### src/timer_counter_regs.vh
`ifndef TIMER_COUNTER_REGS_VH
`define TIMER_COUNTER_REGS_VH
// Word indexes on the register bus
`define TC_REG_CTRL 3'h0
`define TC_REG_TOP 3'h1
`define TC_REG_CMP 3'h2
`define TC_REG_CNT 3'h3
`define TC_REG_CAP 3'h4
`define TC_REG_STAT 3'h5
`define TC_REG_CLR 3'h6
`define TC_REG_IEN 3'h7
// Control fields
`define TC_MODE_LSB 0
`define TC_MODE_MSB 1
`define TC_CLKSEL_BIT 2
`define TC_PSC_LSB 3
`define TC_PSC_MSB 5
`define TC_CAPEN_BIT 6
`define TC_RSTEN_BIT 7
`define TC_CTRL_W 8
// Mode encodings
`define TC_MODE_WDT 2'h0
`define TC_MODE_CTC 2'h1
`define TC_MODE_FPWM 2'h2
`define TC_MODE_PFC 2'h3
// Status and interrupt bit positions
`define TC_EV_OVF 0
`define TC_EV_CMP 1
`define TC_EV_CAP 2
`define TC_EV_W 3
// Preloaded configuration values
`define TC_CTRL_RESET 8'h84
`define TC_TOP_RESET 16'hffff
`define TC_CMP_RESET 16'h8000
`define COUNT_VALUE_ZERO 16'h0000
`define COUNT_VALUE_ONE 16'h0001
`define TC_PSC_ZERO 10'h000
`endif

### src/timer_counter.v
// Function
// - A 16-bit counter counts up or down and feeds an independent compare unit.
// - Four modes are selectable: watchdog, clear on compare, fast PWM, phase-frequency PWM.
// - The count clock source is selectable and passes a programmable prescaler.
// - Overflow, compare match and input capture are three independent interrupt sources.
// - A separate wake-up interrupt goes to the standby controller.
// - PWM output is glitch free and its period is set by a register.
// - With the bus in use and a non-PWM mode, a synchronised trigger rise captures the count.
// - Without the bus the interrupt is the one-cycle overflow event pulse; with it, three registers govern it.
// - Control and status registers are reached by fabric logic over the register bus.
// - A stand-alone mode runs from preloaded control values and the direct reset input.
// - The reset pin stays effective through a reset-enable bit preloaded to enabled.
// - The compare output follows compare matches per mode and the count reloads each period.
//
// The implementer's own choices: the placing of the registers and the Avalon-MM register port.
`timescale 1ns/1ps
`include "timer_counter_regs.vh"
`default_nettype none

module timer_counter (
	// Clock and reset
	input wire core_clk_in,
	input wire reset_n_in,
	// Avalon-MM register slave
	input wire [2:0] address_in,
	input wire read_in,
	input wire write_in,
	input wire [31:0] writedata_in,
	output reg [31:0] readdata_out,
	output wire waitrequest_out,
	// Operating mode strap: high when the register bus is used
	input wire bus_mode_in,
	// Timer pins
	input wire timer_clock_in,
	input wire timer_reset_n_in,
	input wire capture_trigger_in,
	output reg compare_output_out,
	output reg timer_irq_out,
	output reg wake_irq_out
);

	//////////////////////////////////////////////////////////////////////
	// Declarations
	reg [2:0] clk_sync, rst_sync, cap_sync;
	reg clk_level, rst_level, cap_level;
	reg ack;
	reg [`TC_CTRL_W-1:0] ctrl;
	reg [15:0] top, cmp, top_act, cmp_act;
	reg [15:0] count_value;
	reg [15:0] capture_value_reg;
	reg [`TC_EV_W-1:0] status;
	reg [`TC_EV_W-1:0] irq_enable;
	reg [9:0] psc_cnt;
	reg count_down;
	reg [15:0] next_count;
	reg next_down;
	reg ev_ovf, ev_cmp, period_end;
	wire [1:0] mode;
	wire pwm_mode;
	wire clk_edge, cap_edge, src_tick, tick;
	wire bus_write, bus_read, timer_clear;
	wire [`TC_EV_W-1:0] events;
	wire [`TC_EV_W-1:0] clr_mask;

	// Prescaler terminal count for a 3-bit select
	function [9:0] psc_limit;
		input [2:0] sel;
		begin
			case (sel)
				3'h0: psc_limit = 10'h000;
				3'h1: psc_limit = 10'h001;
				3'h2: psc_limit = 10'h003;
				3'h3: psc_limit = 10'h007;
				3'h4: psc_limit = 10'h03f;
				3'h5: psc_limit = 10'h0ff;
				default: psc_limit = 10'h3ff;
			endcase
		end
	endfunction
	// Register index decode
	function hit;
		input [2:0] addr;
		input [2:0] idx;
		begin
			hit = (addr == idx);
		end
	endfunction
	//////////////////////////////////////////////////////////////////////
	// Pin synchronisers: three stages, level changes when stages 2 and 3 agree
	// trigger synchronised in parallel with clock and reset
	always @(posedge core_clk_in or negedge reset_n_in) begin
		if (!reset_n_in) begin
			clk_sync <= 3'h0;
			rst_sync <= 3'h7;
			cap_sync <= 3'h0;
			clk_level <= 1'b0;
			rst_level <= 1'b1;
			cap_level <= 1'b0;
		end else begin
			clk_sync <= {clk_sync[1:0], timer_clock_in};
			rst_sync <= {rst_sync[1:0], timer_reset_n_in};
			cap_sync <= {cap_sync[1:0], capture_trigger_in};
			if (clk_sync[1] == clk_sync[2])
				clk_level <= clk_sync[2];
			if (rst_sync[1] == rst_sync[2])
				rst_level <= rst_sync[2];
			if (cap_sync[1] == cap_sync[2])
				cap_level <= cap_sync[2];
		end
	end

	assign cap_edge = cap_sync[1] & cap_sync[2] & ~cap_level;
	assign clk_edge = clk_sync[1] & clk_sync[2] & ~clk_level;

	//////////////////////////////////////////////////////////////////////
	// Register bus handshake: one wait cycle per access
	// bus slave access
	assign waitrequest_out = (read_in | write_in) & ~ack;
	assign bus_write = write_in & ack & bus_mode_in;
	assign bus_read = read_in & ~ack;
	assign clr_mask = (bus_write && hit(address_in, `TC_REG_CLR)) ?
		writedata_in[`TC_EV_W-1:0] : {`TC_EV_W{1'b0}};

	always @(posedge core_clk_in or negedge reset_n_in) begin
		if (!reset_n_in)
			ack <= 1'b0;
		else
			ack <= (read_in | write_in) & ~ack;
	end

	// Read data registered one cycle before the completing edge
	always @(posedge core_clk_in or negedge reset_n_in) begin
		if (!reset_n_in) begin
			readdata_out <= 32'h00000000;
		end else if (bus_read) begin
			case (address_in)
				`TC_REG_CTRL: readdata_out <= {24'h000000, ctrl};
				`TC_REG_TOP: readdata_out <= {16'h0000, top};
				`TC_REG_CMP: readdata_out <= {16'h0000, cmp};
				`TC_REG_CNT: readdata_out <= {16'h0000, count_value};
				`TC_REG_CAP: readdata_out <= {16'h0000, capture_value_reg};
				`TC_REG_STAT: readdata_out <= {29'h0, status};
				`TC_REG_IEN: readdata_out <= {29'h0, irq_enable};
				default: readdata_out <= 32'h00000000;
			endcase
		end
	end

	// Control registers, reset to the preloaded values
	// reset-enable preloaded set
	always @(posedge core_clk_in or negedge reset_n_in) begin
		if (!reset_n_in) begin
			ctrl <= `TC_CTRL_RESET;
			top <= `TC_TOP_RESET;
			cmp <= `TC_CMP_RESET;
			irq_enable <= {`TC_EV_W{1'b0}};
		end else if (bus_write) begin
			if (hit(address_in, `TC_REG_CTRL))
				ctrl <= writedata_in[`TC_CTRL_W-1:0];
			if (hit(address_in, `TC_REG_TOP))
				top <= writedata_in[15:0];
			if (hit(address_in, `TC_REG_CMP))
				cmp <= writedata_in[15:0];
			if (hit(address_in, `TC_REG_IEN))
				irq_enable <= writedata_in[`TC_EV_W-1:0];
		end
	end

	//////////////////////////////////////////////////////////////////////
	// Clock source and prescaler
	assign mode = ctrl[`TC_MODE_MSB:`TC_MODE_LSB];
	assign pwm_mode = (mode == `TC_MODE_FPWM) | (mode == `TC_MODE_PFC);
	assign timer_clear = ctrl[`TC_RSTEN_BIT] & ~rst_level;
	assign src_tick = ctrl[`TC_CLKSEL_BIT] ? clk_edge : 1'b1;
	assign tick = src_tick && (psc_cnt == psc_limit(ctrl[`TC_PSC_MSB:`TC_PSC_LSB]));

	always @(posedge core_clk_in or negedge reset_n_in) begin
		if (!reset_n_in)
			psc_cnt <= `TC_PSC_ZERO;
		else if (timer_clear || tick)
			psc_cnt <= `TC_PSC_ZERO;
		else if (src_tick)
			psc_cnt <= psc_cnt + 10'h001;
	end

	//////////////////////////////////////////////////////////////////////
	// Next count per mode
	// four operating modes
	always @* begin
		next_count = count_value;
		next_down = count_down;
		ev_ovf = 1'b0;
		ev_cmp = 1'b0;
		period_end = 1'b0;
		case (mode)
			`TC_MODE_WDT: begin
				next_down = 1'b1;
				if (count_value == `COUNT_VALUE_ZERO) begin
					next_count = top_act;
					ev_ovf = 1'b1;
					period_end = 1'b1;
				end else begin
					next_count = count_value - `COUNT_VALUE_ONE;
				end
				ev_cmp = (count_value == cmp_act);
			end
			`TC_MODE_CTC: begin
				next_down = 1'b0;
				ev_cmp = (count_value == cmp_act);
				ev_ovf = (count_value == `TC_TOP_RESET);
				period_end = ev_cmp;
				next_count = ev_cmp ? `COUNT_VALUE_ZERO : count_value + `COUNT_VALUE_ONE;
			end
			`TC_MODE_FPWM: begin
				next_down = 1'b0;
				ev_cmp = (count_value == cmp_act);
				if (count_value >= top_act) begin
					next_count = `COUNT_VALUE_ZERO;
					ev_ovf = 1'b1;
					period_end = 1'b1;
				end else begin
					next_count = count_value + `COUNT_VALUE_ONE;
				end
			end
			`TC_MODE_PFC: begin
				ev_cmp = (count_value == cmp_act);
				if (!count_down && count_value >= top_act) begin
					next_down = 1'b1;
					next_count = count_value - `COUNT_VALUE_ONE;
				end else if (count_down && count_value == `COUNT_VALUE_ZERO) begin
					next_down = 1'b0;
					next_count = `COUNT_VALUE_ONE;
					ev_ovf = 1'b1;
					period_end = 1'b1;
				end else if (count_down) begin
					next_count = count_value - `COUNT_VALUE_ONE;
				end else begin
					next_count = count_value + `COUNT_VALUE_ONE;
				end
			end
			default: next_count = count_value;
		endcase
	end

	// Counter, direction and period shadows
	// 16-bit counter
	always @(posedge core_clk_in or negedge reset_n_in) begin
		if (!reset_n_in) begin
			count_value <= `COUNT_VALUE_ZERO;
			count_down <= 1'b0;
			top_act <= `TC_TOP_RESET;
			cmp_act <= `TC_CMP_RESET;
		end else if (timer_clear) begin
			count_value <= `COUNT_VALUE_ZERO;
			count_down <= 1'b0;
			top_act <= top;
			cmp_act <= cmp;
		end else if (bus_write && hit(address_in, `TC_REG_CNT)) begin
			count_value <= writedata_in[15:0];
		end else if (tick) begin
			count_value <= next_count;
			count_down <= next_down;
			// shadows load at period end in PWM modes, on every tick otherwise
			if (period_end || !pwm_mode) begin
				top_act <= top;
				cmp_act <= cmp;
			end
		end
	end

	// Compare output from a flop
	// waveform from compare
	always @(posedge core_clk_in or negedge reset_n_in) begin
		if (!reset_n_in)
			compare_output_out <= 1'b0;
		else if (timer_clear)
			compare_output_out <= 1'b0;
		else if (pwm_mode)
			compare_output_out <= (count_value < cmp_act);
		else if (tick && ev_cmp)
			compare_output_out <= ~compare_output_out;
	end

	//////////////////////////////////////////////////////////////////////
	// Input capture
	// capture in non-PWM modes with bus
	always @(posedge core_clk_in or negedge reset_n_in) begin
		if (!reset_n_in)
			capture_value_reg <= `COUNT_VALUE_ZERO;
		else if (cap_edge && ctrl[`TC_CAPEN_BIT] && bus_mode_in && !pwm_mode)
			capture_value_reg <= count_value;
	end

	//////////////////////////////////////////////////////////////////////
	// Interrupt status, clear and enable
	// three independent sources
	assign events[`TC_EV_OVF] = tick & ev_ovf & ~timer_clear;
	assign events[`TC_EV_CMP] = tick & ev_cmp & ~timer_clear;
	assign events[`TC_EV_CAP] = cap_edge & ctrl[`TC_CAPEN_BIT] & bus_mode_in & ~pwm_mode;

	// Set wins over clear
	always @(posedge core_clk_in or negedge reset_n_in) begin
		if (!reset_n_in)
			status <= {`TC_EV_W{1'b0}};
		else
			status <= (status & ~clr_mask) | events;
	end

	always @(posedge core_clk_in or negedge reset_n_in) begin
		if (!reset_n_in) begin
			timer_irq_out <= 1'b0;
			wake_irq_out <= 1'b0;
		end else begin
			if (bus_mode_in)
				timer_irq_out <= |(((status & ~clr_mask) | events) & irq_enable);
			else
				timer_irq_out <= events[`TC_EV_OVF];
			wake_irq_out <= |(events & (bus_mode_in ? irq_enable : 3'h1));
		end
	end

endmodule // timer_counter

`default_nettype wire

### config.mk
export PLATFORM = sky130hd
export DESIGN_NAME = timer_counter
export DESIGN_NICKNAME = d
export VERILOG_FILES = /design/src/timer_counter.v
export VERILOG_INCLUDE_DIRS = /design/src
export SDC_FILE = /design/constraint.sdc
export NUM_CORES = 1
export LEC_CHECK = 0
export ABC_AREA = 1
export BUFFER_PORTS_ARGS = -buffer_cell sky130_fd_sc_hd__buf_2
export CAP_MARGIN = 20
export CORE_MARGIN = 2
export CORE_UTILIZATION = 55
export DETAILED_ROUTE_END_ITERATION = 8
export GPL_TIMING_DRIVEN = 0
export PLACE_DENSITY = 0.74
export SYNTH_ARGS = -nofsm -noshare
export SYNTH_HDL_FRONTEND = slang
export SYNTH_SLANG_ARGS = --single-unit
### constraint.sdc
create_clock -name core_clk_in -period 6.04 [get_ports core_clk_in]
set_input_delay 1.208 -clock core_clk_in [delete_from_list [all_inputs] [get_ports core_clk_in]]
set_output_delay 1.208 -clock core_clk_in [all_outputs]
set_load 0.02 [all_outputs]
Word level (Yosys, flattened, before mapping)
Index checks and enable logic that the tools add are counted.
Storage, ports and cells
  bits in registers: 169
  bits of input ports: 43
  output and inout bits: 36
Cells by class
  add/subtract/negate cells: 3
  magnitude comparators: 2
  equality and inequality tests: 23
  muxes and demuxes: 42
  bitwise gates (word level): 30
  reduce and logical (&&, ||, !) cells: 32
Operators with widths (number)
  16-bit two-way mux: 17
  16-bit one-hot mux with 7 select lines: 1
  16-bit one-hot mux with 4 select lines: 1
  10-bit one-hot mux with 6 select lines: 1
  10-bit two-way mux: 2
  3-bit equality test (second input constant): 6
  16-bit by 1-bit adder with 16-bit output (second input constant): 1
  1-bit AND: 16
  16-bit equality test: 1
  16-bit equality test (second input constant): 1
  16-bit >= comparator: 1
  16-bit logical NOT: 1
  16-bit < comparator: 1
  16-bit by 1-bit subtractor with 16-bit output (second input constant): 1
  1-bit two-way mux: 15
  3-bit by 2-bit equality test with 1-bit output (second input constant): 4
  10-bit by 1-bit adder with 10-bit output (second input constant): 1
  10-bit equality test: 1
  3-bit AND: 3
  1-bit logical AND: 9
  1-bit one-hot mux with 4 select lines: 2
  2-bit AND reduction: 4
  1-bit NOT: 7
  3-bit by 1-bit equality test with 1-bit output (second input constant): 2
  20 further kinds: 33

Longest topological paths before layout
Gate-level depths: netlist of run 1.
  depth after elaboration: 11
  mapped depth: 20
  depth with buffers taken out: 20

Worst setup path after synthesis of run 1
OpenSTA, ideal clock, no wires.
  path kind: in2out
  start point: in write_in
  end point: out waitrequest_out
  data arrival time: 1538 ps
  data required time: 4832 ps
  path slack: 3294 ps
  stages: 2
  buffers on the path: 0
  cells stage by stage: nor2_1 > nor2_1
Between the ends
  word-level cells in the longest chain between the ends: 2
Ends and longest elaborated chain
  start, declared: RTL line timer_counter.v:27  | input wire write_in,
  1-bit bitwise OR: RTL line timer_counter.v:118  | assign waitrequest_out = (read_in | write_in) & ~ack;
  1-bit AND: RTL line timer_counter.v:118
  end, declared: RTL line timer_counter.v:30  | output wire waitrequest_out,
No other way between the ends.

Worst setup path after layout of run 1
  start point: reg count_value[10]
  end point: reg count_value[9]
Between the ends
  word-level cells in the longest chain between the ends: 8
  elaborated cells on any way between the ends: 14
  those cells by class: order compare: 1; eq/ne: 1; mux: 9; reduce/logical: 3
Ends and longest elaborated chain
  start, declared: RTL line timer_counter.v:49  | reg [15:0] count_value;
  start signal, assigned: RTL line timer_counter.v:249  | count_value <= `COUNT_VALUE_ZERO;
  start signal, assigned: RTL line timer_counter.v:254  | count_value <= `COUNT_VALUE_ZERO;
  start signal, assigned: RTL line timer_counter.v:259  | count_value <= writedata_in[15:0];
  branches (longest 4 deep; another with 16-bit >= comparator)
  16-bit one-hot mux with 4 select lines *: RTL line timer_counter.v:195  | case (mode)
  16-bit two-way mux *: RTL line timer_counter.v:260  | end else if (tick) begin
  16-bit two-way mux *: RTL line timer_counter.v:258  | end else if (bus_write && hit(address_in, `TC_REG_CNT)) begin
  16-bit two-way mux *: RTL line timer_counter.v:253  | end else if (timer_clear) begin
Every way passes the cells marked *. The select of a mux whose other input is x is not followed.
A chain may end at the register's enable or synchronous reset.

==> results of run 1 <==
==> where the power goes <==
| part | internal, mW | switching [mW] |
|---|---|---|
| clock network | 0.556 | 0.475 |
| logic | 0.865 | 1.65 |
| registers | 1.36 | 0.342 |
| total | 2.79 | 2.46 |
==> kinds of logic (layout without fill, tap and decap cells) <==
| kind of cell | after synthesis | after routing | share of synthesized area |
|---|---|---|---|
| fa+ha+maj | 43 | 43 | 0.0560 |
| simple gates | 632 | 632 | 0.296 |
| mux | 13 | 13 | 0.0153 |
| buf+inv | 197 | 275 | 0.0953 |
| xor+xnor | 20 | 20 | 0.0183 |
| other cells | 1 | 16 | 0.000392 |
| compound gates | 193 | 193 | 0.114 |
| flops | 153 | 153 | 0.405 |
==> worst paths after layout <==
path | startpoint | to | slack [ns] | cells after the start
worst max-delay path | count_value[10] | count_value[9] | 3.19 | 15
worst min-delay path | clk_sync[0] | clk_sync[1] | 0.36 | 0
max in group asynchronous | reset_n_in | rst_sync[2] | 4.43 | 2
worst min register to register | clk_sync[0] | clk_sync[1] | 0.36 | 0
min in group asynchronous | reset_n_in | count_value[9] | 0.72 | 1
worst max register to register | count_value[10] | count_value[9] | 3.19 | 15
==> stage by stage <==
stage	setup slack, ns	cells
2_1_floorplan	3.29	1267
3_3_place_gp	1.52	1537
3_5_place_dp	3.17	1538
4_1_cts	3.21	1570
5_1_grt	3.07	1570
6_report	3.19	1570
==> cell type report <==
cell class | instances | area (sq um)
Sequential cell | 153 | 3880
Clock inverter | 13 | 128
Tap cell | 225 | 282
Clock buffer | 19 | 443
Buffer | 62 | 403
Fill cell | 1562 | 6440
Timing Repair Buffer | 46 | 259
Multi-Input combinational cell | 917 | 4830
Inverter | 135 | 509
==> layout by cell type (no fill, tap or decap), drive strengths merged <==
master | synthesis | layout
clkinv | 2 | 4
o21ai | 105 | 105
o22ai | 1 | 1
nand2 | 423 | 423
a211oi | 3 | 3
nor4 | 1 | 1
dfstp | 40 | 40
and2 | 1 | 1
a22o | 2 | 2
o2111ai | 7 | 7
o21bai | 1 | 1
buf | 42 | 88
o21a | 1 | 1
a22oi | 17 | 17
xor2 | 17 | 17
o31ai | 1 | 1
maj3 | 1 | 1
inv | 133 | 141
nor3b | 2 | 2
a31oi | 1 | 1
a221oi | 2 | 2
nand3 | 90 | 90
o221ai | 2 | 2
dfrtp | 113 | 113
clkbuf | 20 | 39
nor2 | 80 | 80
xnor2 | 3 | 3
clkinvlp | 0 | 3
a21oi | 45 | 45
nor3 | 8 | 8
mux2 | 13 | 13
nand3b | 3 | 3
nand4 | 24 | 24
o211ai | 5 | 5
ha | 42 | 42
conb | 1 | 16
==> synth_stat cells (18+ instances only) <==
cell / instances
sky130_fd_sc_hd__nand4_1: 24
sky130_fd_sc_hd__nand2_2: 37
sky130_fd_sc_hd__clkbuf_1: 20
sky130_fd_sc_hd__nand2_1: 383
sky130_fd_sc_hd__dfstp_2: 40
sky130_fd_sc_hd__a21oi_1: 45
sky130_fd_sc_hd__o21ai_0: 90
sky130_fd_sc_hd__nand3_1: 85
sky130_fd_sc_hd__dfrtp_1: 113
sky130_fd_sc_hd__ha_1: 42
sky130_fd_sc_hd__inv_1: 120
sky130_fd_sc_hd__buf_4: 18
sky130_fd_sc_hd__nor2_1: 62
==> routing by layer <==
metal | part of all wire | global-route usage | routed length [um]
met1 | 0.43 | 0.481 | 13100
met3 | 0.077 | 0.0529 | 2320
met2 | 0.45 | 0.524 | 13700
met5 | 0 | 0 | 0
met4 | 0.043 | 0.143 | 1300
==> critical path, stage by stage, from the launching register on <==
cell                      delay (ns)
sky130_fd_sc_hd__dfrtp_1        0.62
sky130_fd_sc_hd__ha_1           0.41
sky130_fd_sc_hd__nand2_1        0.06
sky130_fd_sc_hd__nor2_1         0.10
sky130_fd_sc_hd__nand2_1        0.09
sky130_fd_sc_hd__nor2_1         0.26
sky130_fd_sc_hd__nand2_1        0.21
sky130_fd_sc_hd__nand2_1        0.14
sky130_fd_sc_hd__nand2_1        0.09
sky130_fd_sc_hd__buf_2          0.20
sky130_fd_sc_hd__nand2_1        0.08
sky130_fd_sc_hd__nand2_1        0.04
sky130_fd_sc_hd__nor2_1         0.16
sky130_fd_sc_hd__o21ai_1        0.14
sky130_fd_sc_hd__nand2_1        0.09
sky130_fd_sc_hd__nand2_1        0.05
==> impl_results.md, run 1 <==
- Result of the run: finished clean
- Post-DP HPWL: 23600 um
- Nature of the critical path endpoint: flip-flop
- Largest driver fanout on the critical path: 10
- DRC errors left: 0
- Worst vdd rail ir drop: 0.000223 V
- Share of the yosys chip area belonging to registers: 0.405
- Antenna violations before repair: 0
- Routability-driven placement congestion ratio: 1.03
- Mean instance size in the synthesized netlist: 7.64 sq um
- RSZ-0062 raised after global routing: no
- Final Instance Area: 0.0107 sq mm
- Setup TNS: 0 ns
- Number of global-route vias before repair: 8181
- Die Y: 136 um
- Post-route minimum period: 2.85 ns
- Via Count: 8925
- Number of buffers created by CTS: 17
- Area of the die: 0.0185 sq mm
- EDFF count, synth: 0
- Total detailed-routing wirelength: 30400 um
- Hold/Removal Path Class: reg2reg
- Setup-violating endpoint count in the final report: 0
- Remaining Overflow, GRT: 0
- Initial core utilization: 0.557
- Core box area: 0.0172 sq mm
- Proportion of layout cells with a drive suffix above 1: 0.184
- Cell taking the most area after synthesis: sky130_fd_sc_hd__dfrtp_1
- Final count of pins violating max slew: 0
- Maximum clock path buffer count: 2
- Highest clock frequency the design can meet: 0.351 GHz
- Number of DRC violations after detailed-routing iteration 0: 905
- Yosys warns: 0
- Leakage Power: 5.36 nW
- Clock slew seen by the registers of the worst setup and hold paths: 0.07 ns
- Pwr dens: 489 mW/mm^2
- Dpl cell area: 0.0102 sq mm
- Number of unique standard cell types used by synthesis: 50
- Net count of the finished layout: 1417
- Buffer cell driving the clock tree root: sky130_fd_sc_hd__clkbuf_16
- WHS: 0.358 ns
- Row cnt: 48
- Arrival @ worst endpoint: 3.18 ns
- Via-per-instance ratio: 5.68
- Post-layout power: 5.25 mW
- Setup skew after layout: 0.00943 ns
- Register bit count reported by yosys: 153
- Count of buffers from port buffering: 45
- Worst slew margin relative to its limit: 0.505
- H-tree depth: 4
- Req. time, crit path: 6.37 ns
- Worst-skew pair later-pin latency: 0.43 ns
- Max Cap Viol: 0
- CTS tree: built
- Syn Std Cell Area: 0.00957 sq mm
- Horiz. Die Dim: 136 um
- Routed length per instance: 19.3 um
- Number of sinks driven by the clock tree: 153
- Area added between synthesis and finish: 12.2%
- Endpoints failing hold: 0
- Antenna-violating nets left: 0
- Async SR Flop Fraction: 1.00
- Wire length of the first global-routing pass: 46400 um
- I/O pin count: 79
- Post-cts sizing count: 0
- Total routing resource utilization after global routing: 0.340
- Worst-Margin Slew: 0.739 ns
- Maximum number of pins on one net before global-route repair: 100
- Top cells by area in the synthesized netlist: sky130_fd_sc_hd__dfrtp_1 (30%), sky130_fd_sc_hd__nand2_1 (15%), sky130_fd_sc_hd__dfstp_2 (11%), sky130_fd_sc_hd__ha_1 (5.5%), sky130_fd_sc_hd__inv_1 (4.7%)
- Critical path start-end classification: reg2reg
- Most used flip-flop cell after synthesis: sky130_fd_sc_hd__dfrtp_1
- Post-layout util: 0.625
- Critical Path Start Type: flip-flop
- Number of diodes added for antenna fixing: 0
- Area share of the largest cell type after synthesis: 0.296
- TritonRoute pass-1 iters: 6
- Post-synthesis cell count: 1252
- Period Utilization, post-route: 0.472
- Number of buffers added for setup after CTS: 0
- Count of hold buffers inserted by post-cts repair: 0
(Power assumes the default switching activity.)
==> run 2, diff against run 1 <==
- PLACE_DENSITY: 0.74 -> 0.77
- clock period: 6.04 -> 2.6 ns (I/O delays scaled with it)
==> run 2 against run 1 <==
Against the previous run:
- clock skew up 0.0012 ns
- flip-flop and latch count unchanged
- largest cell class unchanged
- utilization is 2.3 points higher
- design area up 3.7%
- maximum frequency increased by 13%
- first-iteration DRC count is 5.4% lower
- combinational power grew to 2.7 times the previous value
==> impl_results.md, run 2 (synthesized netlist as in run 1, its figures left out) <==
- Req. time, crit path: 2.97 ns (-3.40 ns)
- Final count of pins violating max slew: 0 (unchanged)
- Post-DP HPWL: 23100 um (-2.2%)
- Combinational share of power: 0.510 (+0.032)
- Highest clock frequency the design can meet: 0.396 GHz (+13%)
- Net count of the finished layout: 1432 (+1.1%)
- Remaining Overflow, GRT: 0 (unchanged)
- Clock network fraction of total power: 0.189 (-0.008)
- Total routing resource utilization after global routing: 0.337 (-0.00323)
- Number of sinks driven by the clock tree: 153 (unchanged)
- Antenna violations before repair: 0 (unchanged)
- Crit-path slowest cell: sky130_fd_sc_hd__dfstp_2
- Row cnt: 48 (unchanged)
- Pwr dens: 1180 mW/mm^2 (+140%)
- Critical path start-end classification: reg2reg
- Area of the die: 0.0185 sq mm (unchanged)
- Antenna-violating nets left: 0 (unchanged)
- Result of the run: finished clean
- Most frequent cells in the layout: sky130_fd_sc_hd__nand2_1 (378), sky130_fd_sc_hd__inv_1 (116), sky130_fd_sc_hd__dfrtp_1 (109), sky130_fd_sc_hd__o21ai_0 (90), sky130_fd_sc_hd__nand3_1 (82)
- Die Y: 136 um (unchanged)
- Number of DRC violations after detailed-routing iteration 0: 856 (-5.4%)
- Nature of the critical path endpoint: flip-flop
- Arrival @ worst endpoint: 2.90 ns (-0.28 ns)
- Worst vdd rail ir drop: 0.000605 V (+170%)
- Post-layout util: 0.648 (+0.0232)
- Maximum clock path buffer count: 2 (unchanged)
- Switching Power: 6.10 mW (+150%)
- Fraction of power spent switching nets: 0.463 (-0.00630)
- Register area: 0.00388 sq mm (+0.13%)
- H-tree depth: 4 (unchanged)
- Setup TNS: 0 ns (unchanged)
- Number of inserted filler cells in the final layout: 1499 (-4.0%)
- Count of hold buffers inserted by post-cts repair: 0 (unchanged)
- Hold/Removal Path Class: in2async
- Worst-skew pair later-pin latency: 0.44 ns (about the same)
- Via Count: 9133 (+2.3%)
- Core box area: 0.0172 sq mm (unchanged)
- Number of buffers created by CTS: 17 (unchanged)
- Crit-path cells: inv_1 > ha_1 > a21oi_2 > o21ai_2 > nor2_4 > buf_12 > nand2_8 > nand2_4 > nand3_2 > nand2_2 > nand3_2 > nand2_4 > nand2_8 > clkbuf_16 > nand2_2 > nand2_1
- Post-layout power: 13.2 mW (+150%)
- Horiz. Die Dim: 136 um (unchanged)
- Via-per-instance ratio: 5.76 (+1.4%)
- Internal Dissipation: 7.08 mW (+150%)
- Clock slew seen by the registers of the worst setup and hold paths: 0.07 ns (about the same)
- Maximum number of pins on one net before global-route repair: 94 (-6.0%)
- Wire length of the first global-routing pass: 46400 um (about the same)
- TritonRoute pass-1 iters: 5 (-1)
- Leakage Power: 5.52 nW (+2.9%)
- Area added between synthesis and finish: 16.4%
- I/O pin count: 79 (unchanged)
- Max Cap Viol: 0 (unchanged)
- Count of buffers from port buffering: 45 (unchanged)
- Post-route minimum period: 2.53 ns (-0.322 ns)
- Critical path origin: top_act[13]
- Delay of the slowest critical-path stage: 0.55 ns (-0.07 ns)
- Setup-violating endpoint count in the final report: 0 (unchanged)
- Endpoints failing hold: 0 (unchanged)
- Part of the power in registers: 0.301 (-0.024)
- DRC errors left: 0 (unchanged)
- Routed length per instance: 19.2 um (-0.72%)
- CTS tree: built
- Final Instance Area: 0.0111 sq mm (+3.7%)
- Proportion of layout cells with a drive suffix above 1: 0.218 (+0.0340)
- Routability-driven placement congestion ratio: 1.01 (-1.5%)
- Initial core utilization: 0.557 (unchanged)
- WHS: 0.163 ns (-0.195 ns)
- Worst-Margin Slew: 0.904 ns (+0.165 ns)
- Setup skew after layout: 0.0107 ns (+0.00123 ns)
- Number of global-route vias before repair: 8477 (+3.6%)
- Total detailed-routing wirelength: 30400 um (+0.22%)
- Period Utilization, post-route: 0.972 (+0.500)
- Number of diodes added for antenna fixing: 0 (unchanged)
- Most common cell after layout, fill and taps aside: sky130_fd_sc_hd__nand2_1
- Largest driver fanout on the critical path: 8 (-2)
- Dpl cell area: 0.0102 sq mm (unchanged)
- Multi-input gate area in the final layout: 0.00502 sq mm (+3.8%)
- Critical Path Start Type: flip-flop
- Buffer cell driving the clock tree root: sky130_fd_sc_hd__clkbuf_16
- Worst slew margin relative to its limit: 0.397 (-0.108)
- Startpoint of the worst-slack reg-to-reg timing path: top_act[13]
run 2: worst paths after layout:
path / to / slack [ns] / cells past startpoint
setup / recovery: top_act[6] / 0.07 / 16
hold / removal: count_value[13] / 0.16 / 1
hold reg to reg: clk_sync[1] / 0.36 / 0
min in group core_clk_in: rst_sync[0] / 0.18 / 1
max in group asynchronous: top[5] / 1.56 / 2
setup reg to reg: top_act[6] / 0.07 / 16
run 2: through the flow:
stage               worst slack, ns  std cells
floorplan                     0.407       1267
global placement              -1.23       1537
detailed placement           -0.143       1538
CTS                        0.000145       1570
global route                -0.0534       1585
finish                       0.0735       1585
run 2: metal layers:
| metal | part of all wire | GRT usage | wire (um) |
|---|---|---|---|
| met5 | 0 | 0 | 0 |
| met4 | 0.051 | 0.163 | 1540 |
| met3 | 0.092 | 0.0619 | 2800 |
| met2 | 0.46 | 0.527 | 13900 |
| met1 | 0.40 | 0.454 | 12200 |
run 2: layout make-up:
cell class,instances,share of cell area
clock inverter,14,0.0142
sequential,153,0.349
inverter,135,0.0463
multi-input combinational,917,0.451
clock buffer,18,0.0385
tap,225,0.0253
buffer,62,0.0371
timing repair buffer,61,0.0392
run 2: power groups by stage:
| stage | clock network [mW] | registers [mW] | logic [mW] |
|---|---|---|---|
| 4_1_cts | 2.50 | 3.90 | 5.80 |
| 5_1_grt | 2.59 | 4.02 | 7.37 |
| 3_5_place_dp | 0 | 3.93 | 5.74 |
| 6_report | 2.49 | 3.97 | 6.72 |
| 2_1_floorplan | 0 | 3.70 | 4.23 |
| 3_3_place_gp | 0 | 3.92 | 5.61 |
run 2: timing repair:
action,in CTS,in global routing
cloned,0,3
pin swaps,1,14
buffers inserted,0,12
endpoints found under the setup margin,45,63
gates resized for setup,5,42
run 2: critical path: cells and delay by family (launching register included):
kind	cells	cell delay [ns]
buf+inv	3	0.42
compound gates	2	0.24
simple gates	10	0.92
fa+ha+maj	1	0.33
flops	1	0.55
==> run 3, diff against run 2 <==
- CORE_UTILIZATION: 55 -> 60
- PLACE_DENSITY: 0.77 -> 0.8
- clock period: 2.6 -> 2.5 ns (I/O delays scaled with it)
==> run 3 against run 2 <==
Against the previous run:
- the run now ends with negative setup slack left
- sequential share of layout area decreased by 0.43 points
- flip-flop and latch count unchanged
- die area down 8.1%
- final cell count is 0.13% lower
- via count rose by 1.8%
- total power rose by 6.7%
- critical path type unchanged
- critical endpoint is now cmp_act[12]
==> impl_results.md, run 3 (synthesized netlist as in run 1, its figures left out) <==
- Result of the run: finished, violations left
- Violations in the final reports: negative setup slack
- Critical path origin: top_act[6]
- Crit-path slowest cell: sky130_fd_sc_hd__dfstp_2
- Number of buffers created by CTS: 17 (unchanged)
- RSZ-0062 raised after global routing: yes
- Setup slack at placement: -0.287 ns (-0.144 ns)
- Endpoints failing hold: 0 (unchanged)
- Remaining Overflow, GRT: 0 (unchanged)
- TritonRoute pass-1 iters: 9 (+4)
- Antenna-violating nets left: 0 (unchanged)
- Area added between synthesis and finish: 18.0%
- Most frequent cells in the layout: sky130_fd_sc_hd__nand2_1 (370), sky130_fd_sc_hd__inv_1 (107), sky130_fd_sc_hd__dfrtp_1 (105), sky130_fd_sc_hd__o21ai_0 (90), sky130_fd_sc_hd__nand3_1 (81)
- Most frequent cell on the critical path: sky130_fd_sc_hd__nand2_2
- H-tree depth: 4 (unchanged)
- Number of DRC violations after detailed-routing iteration 0: 1092 (+28%)
- Nature of the critical path endpoint: flip-flop
- Total routing resource utilization after global routing: 0.385 (+0.0482)
- Crit-path cells: inv_2 > ha_4 > nand2_2 > inv_2 > nand2_2 > nor2_2 > nor2_2 > nand2_2 > nand2_4 > nand2_8 > nand2_4 > nand3_1 > nand2_1 > nand3_2 > nand2_4 > nand2_8 > clkbuf_16 > nand2_2 > nand2_1
- Area of the die: 0.0170 sq mm (-8.1%)
- Wire length of the first global-routing pass: 48000 um (+3.6%)
- Worst vdd rail ir drop: 0.000776 V (+28%)
- Via Count: 9294 (+1.8%)
- Horiz. Die Dim: 130 um (-4.1%)
- Maximum number of pins on one net before global-route repair: 79 (-16%)
- Max Cap Viol: 0 (unchanged)
- Worst reg2reg path endpoint: cmp_act[12]
- Pwr dens: 1250 mW/mm^2 (+5.2%)
- Highest clock frequency the design can meet: 0.400 GHz (+0.98%)
- Total detailed-routing wirelength: 31900 um (+4.7%)
- Count of hold buffers inserted by post-cts repair: 0 (unchanged)
- Routed length per instance: 20.1 um (+4.8%)
- Dpl cell area: 0.0102 sq mm (-0.11%)
- CTS tree: built
- Largest driver fanout on the critical path: 7 (-1)
- Row cnt: 46 (-4.2%)
- End point of the critical path: cmp_act[12]
- Number of sinks driven by the clock tree: 153 (unchanged)
- Die Y: 130 um (-4.1%)
- DRC errors left: 0 (unchanged)
- Antenna violations before repair: 0 (unchanged)
- Leakage Power: 5.54 nW (+0.45%)
- I/O pin count: 79 (unchanged)
- Final count of pins violating max slew: 0 (unchanged)
- Most common cell after layout, fill and taps aside: sky130_fd_sc_hd__nand2_1
- Setup TNS: -0.00182 ns (-0.00182 ns)
- Final Instance Area: 0.0113 sq mm (+1.4%)
- Hold/Removal Path Class: in2async
- Post-route minimum period: 2.50 ns (-0.0246 ns)
- Worst-Margin Slew: 0.731 ns (-0.173 ns)
- Critical Path Start Type: flip-flop
- Core box area: 0.0157 sq mm (-8.5%)
- Setup-violating endpoint count in the final report: 1 (+1)
- Net count of the finished layout: 1439 (+0.49%)
- Number of diodes added for antenna fixing: 0 (unchanged)
- Proportion of layout cells with a drive suffix above 1: 0.251 (+0.0325)
- Initial core utilization: 0.609 (+0.0519)
- Period Utilization, post-route: 1.00 (+0.0290)
- Post-DP HPWL: 23900 um (+3.4%)
- Worst slew margin relative to its limit: 0.512 (+0.115)
- Buffer cell driving the clock tree root: sky130_fd_sc_hd__clkbuf_16
- Count of buffers from port buffering: 45 (unchanged)
- Req. time, crit path: 2.83 ns (-0.14 ns)
- Critical path start-end classification: reg2reg
- Number of global-route vias before repair: 8550 (+0.86%)
- Routability-driven placement congestion ratio: 0.998 (-1.3%)
- Arrival @ worst endpoint: 2.83 ns (-0.07 ns)
- Via-per-instance ratio: 5.87 (+1.9%)
- Delay of the slowest critical-path stage: 0.54 ns (about the same)
- Least setup slack across all paths after layout: -0.00182 ns (-0.0754 ns)
- Path depth of the worst reg2reg path: 19 (+3)
- WHS: 0.0528 ns (-0.110 ns)
- Clock slew seen by the registers of the worst setup and hold paths: 0.07 ns (about the same)
- Worst-skew pair later-pin latency: 0.44 ns (about the same)
- Startpoint of the worst-slack reg-to-reg timing path: top_act[6]
- Setup skew after layout: 0.0130 ns (+0.00236 ns)
- R2R Setup Slk: -0.002 ns (-0.08 ns)
- Maximum clock path buffer count: 2 (unchanged)
-- run 3: worst min path at each step --
stage / end
final: count_value[10]
after CTS: count_value[10]
after floorplan: ack
after global placement: clk_sync[1]
after global routing: count_value[10]
after detailed placement: cap_sync[1]
-- run 3: area by class of cell --
cell class	instances	area, sq um
Clock inverter	15	165
Fill cell	1279	4430
Buffer	62	420
Tap cell	216	270
Multi-Input combinational cell	917	5120
Timing Repair Buffer	68	480
Clock buffer	17	425
Inverter	135	515
Sequential cell	153	3890
-- run 3: critical path: cells and delay by family (launching register included) --
kind,cells,cell delay (ns)
fa+ha+maj,1,0.25
buf+inv,3,0.29
flops,1,0.54
simple gates,15,1.29
-- run 3: timing repair --
item                                    4_1_cts  5_1_grt
endpoints found under the setup margin       62       63
resized for setup                            21       68
gates cloned                                  0        3
pin swaps                                     6       22
buffers inserted                              8       11
-- run 3: routing by layer --
layer  vias to the layer above  part of all wire  track usage
li1                       4266                 -            -
met1                      4355              0.38        0.511
met2                       555              0.46        0.613
met3                       118             0.099       0.0689
met4                         0             0.059        0.193
met5                         -                 0            0
-- run 3: metrics by stage --
| step | cells | total power [mW] | utilization |
|---|---|---|---|
| after CTS | 1569 | 13.0 | 0.693 |
| after detailed placement | 1529 | 10.1 | 0.646 |
| after floorplan | 1267 | 8.25 | - |
| after global routing | 1583 | 14.9 | 0.718 |
| final | 1583 | 14.1 | 0.718 |
| after global placement | 1528 | 9.94 | 0.644 |
-- run 3: power breakdown --
group	total, mW	switching [mW]	internal [mW]
Sequential	4.13	0.822	3.31
Clock	2.57	1.23	1.34
Combinational	7.37	4.58	2.79
Total	14.1	6.62	7.44
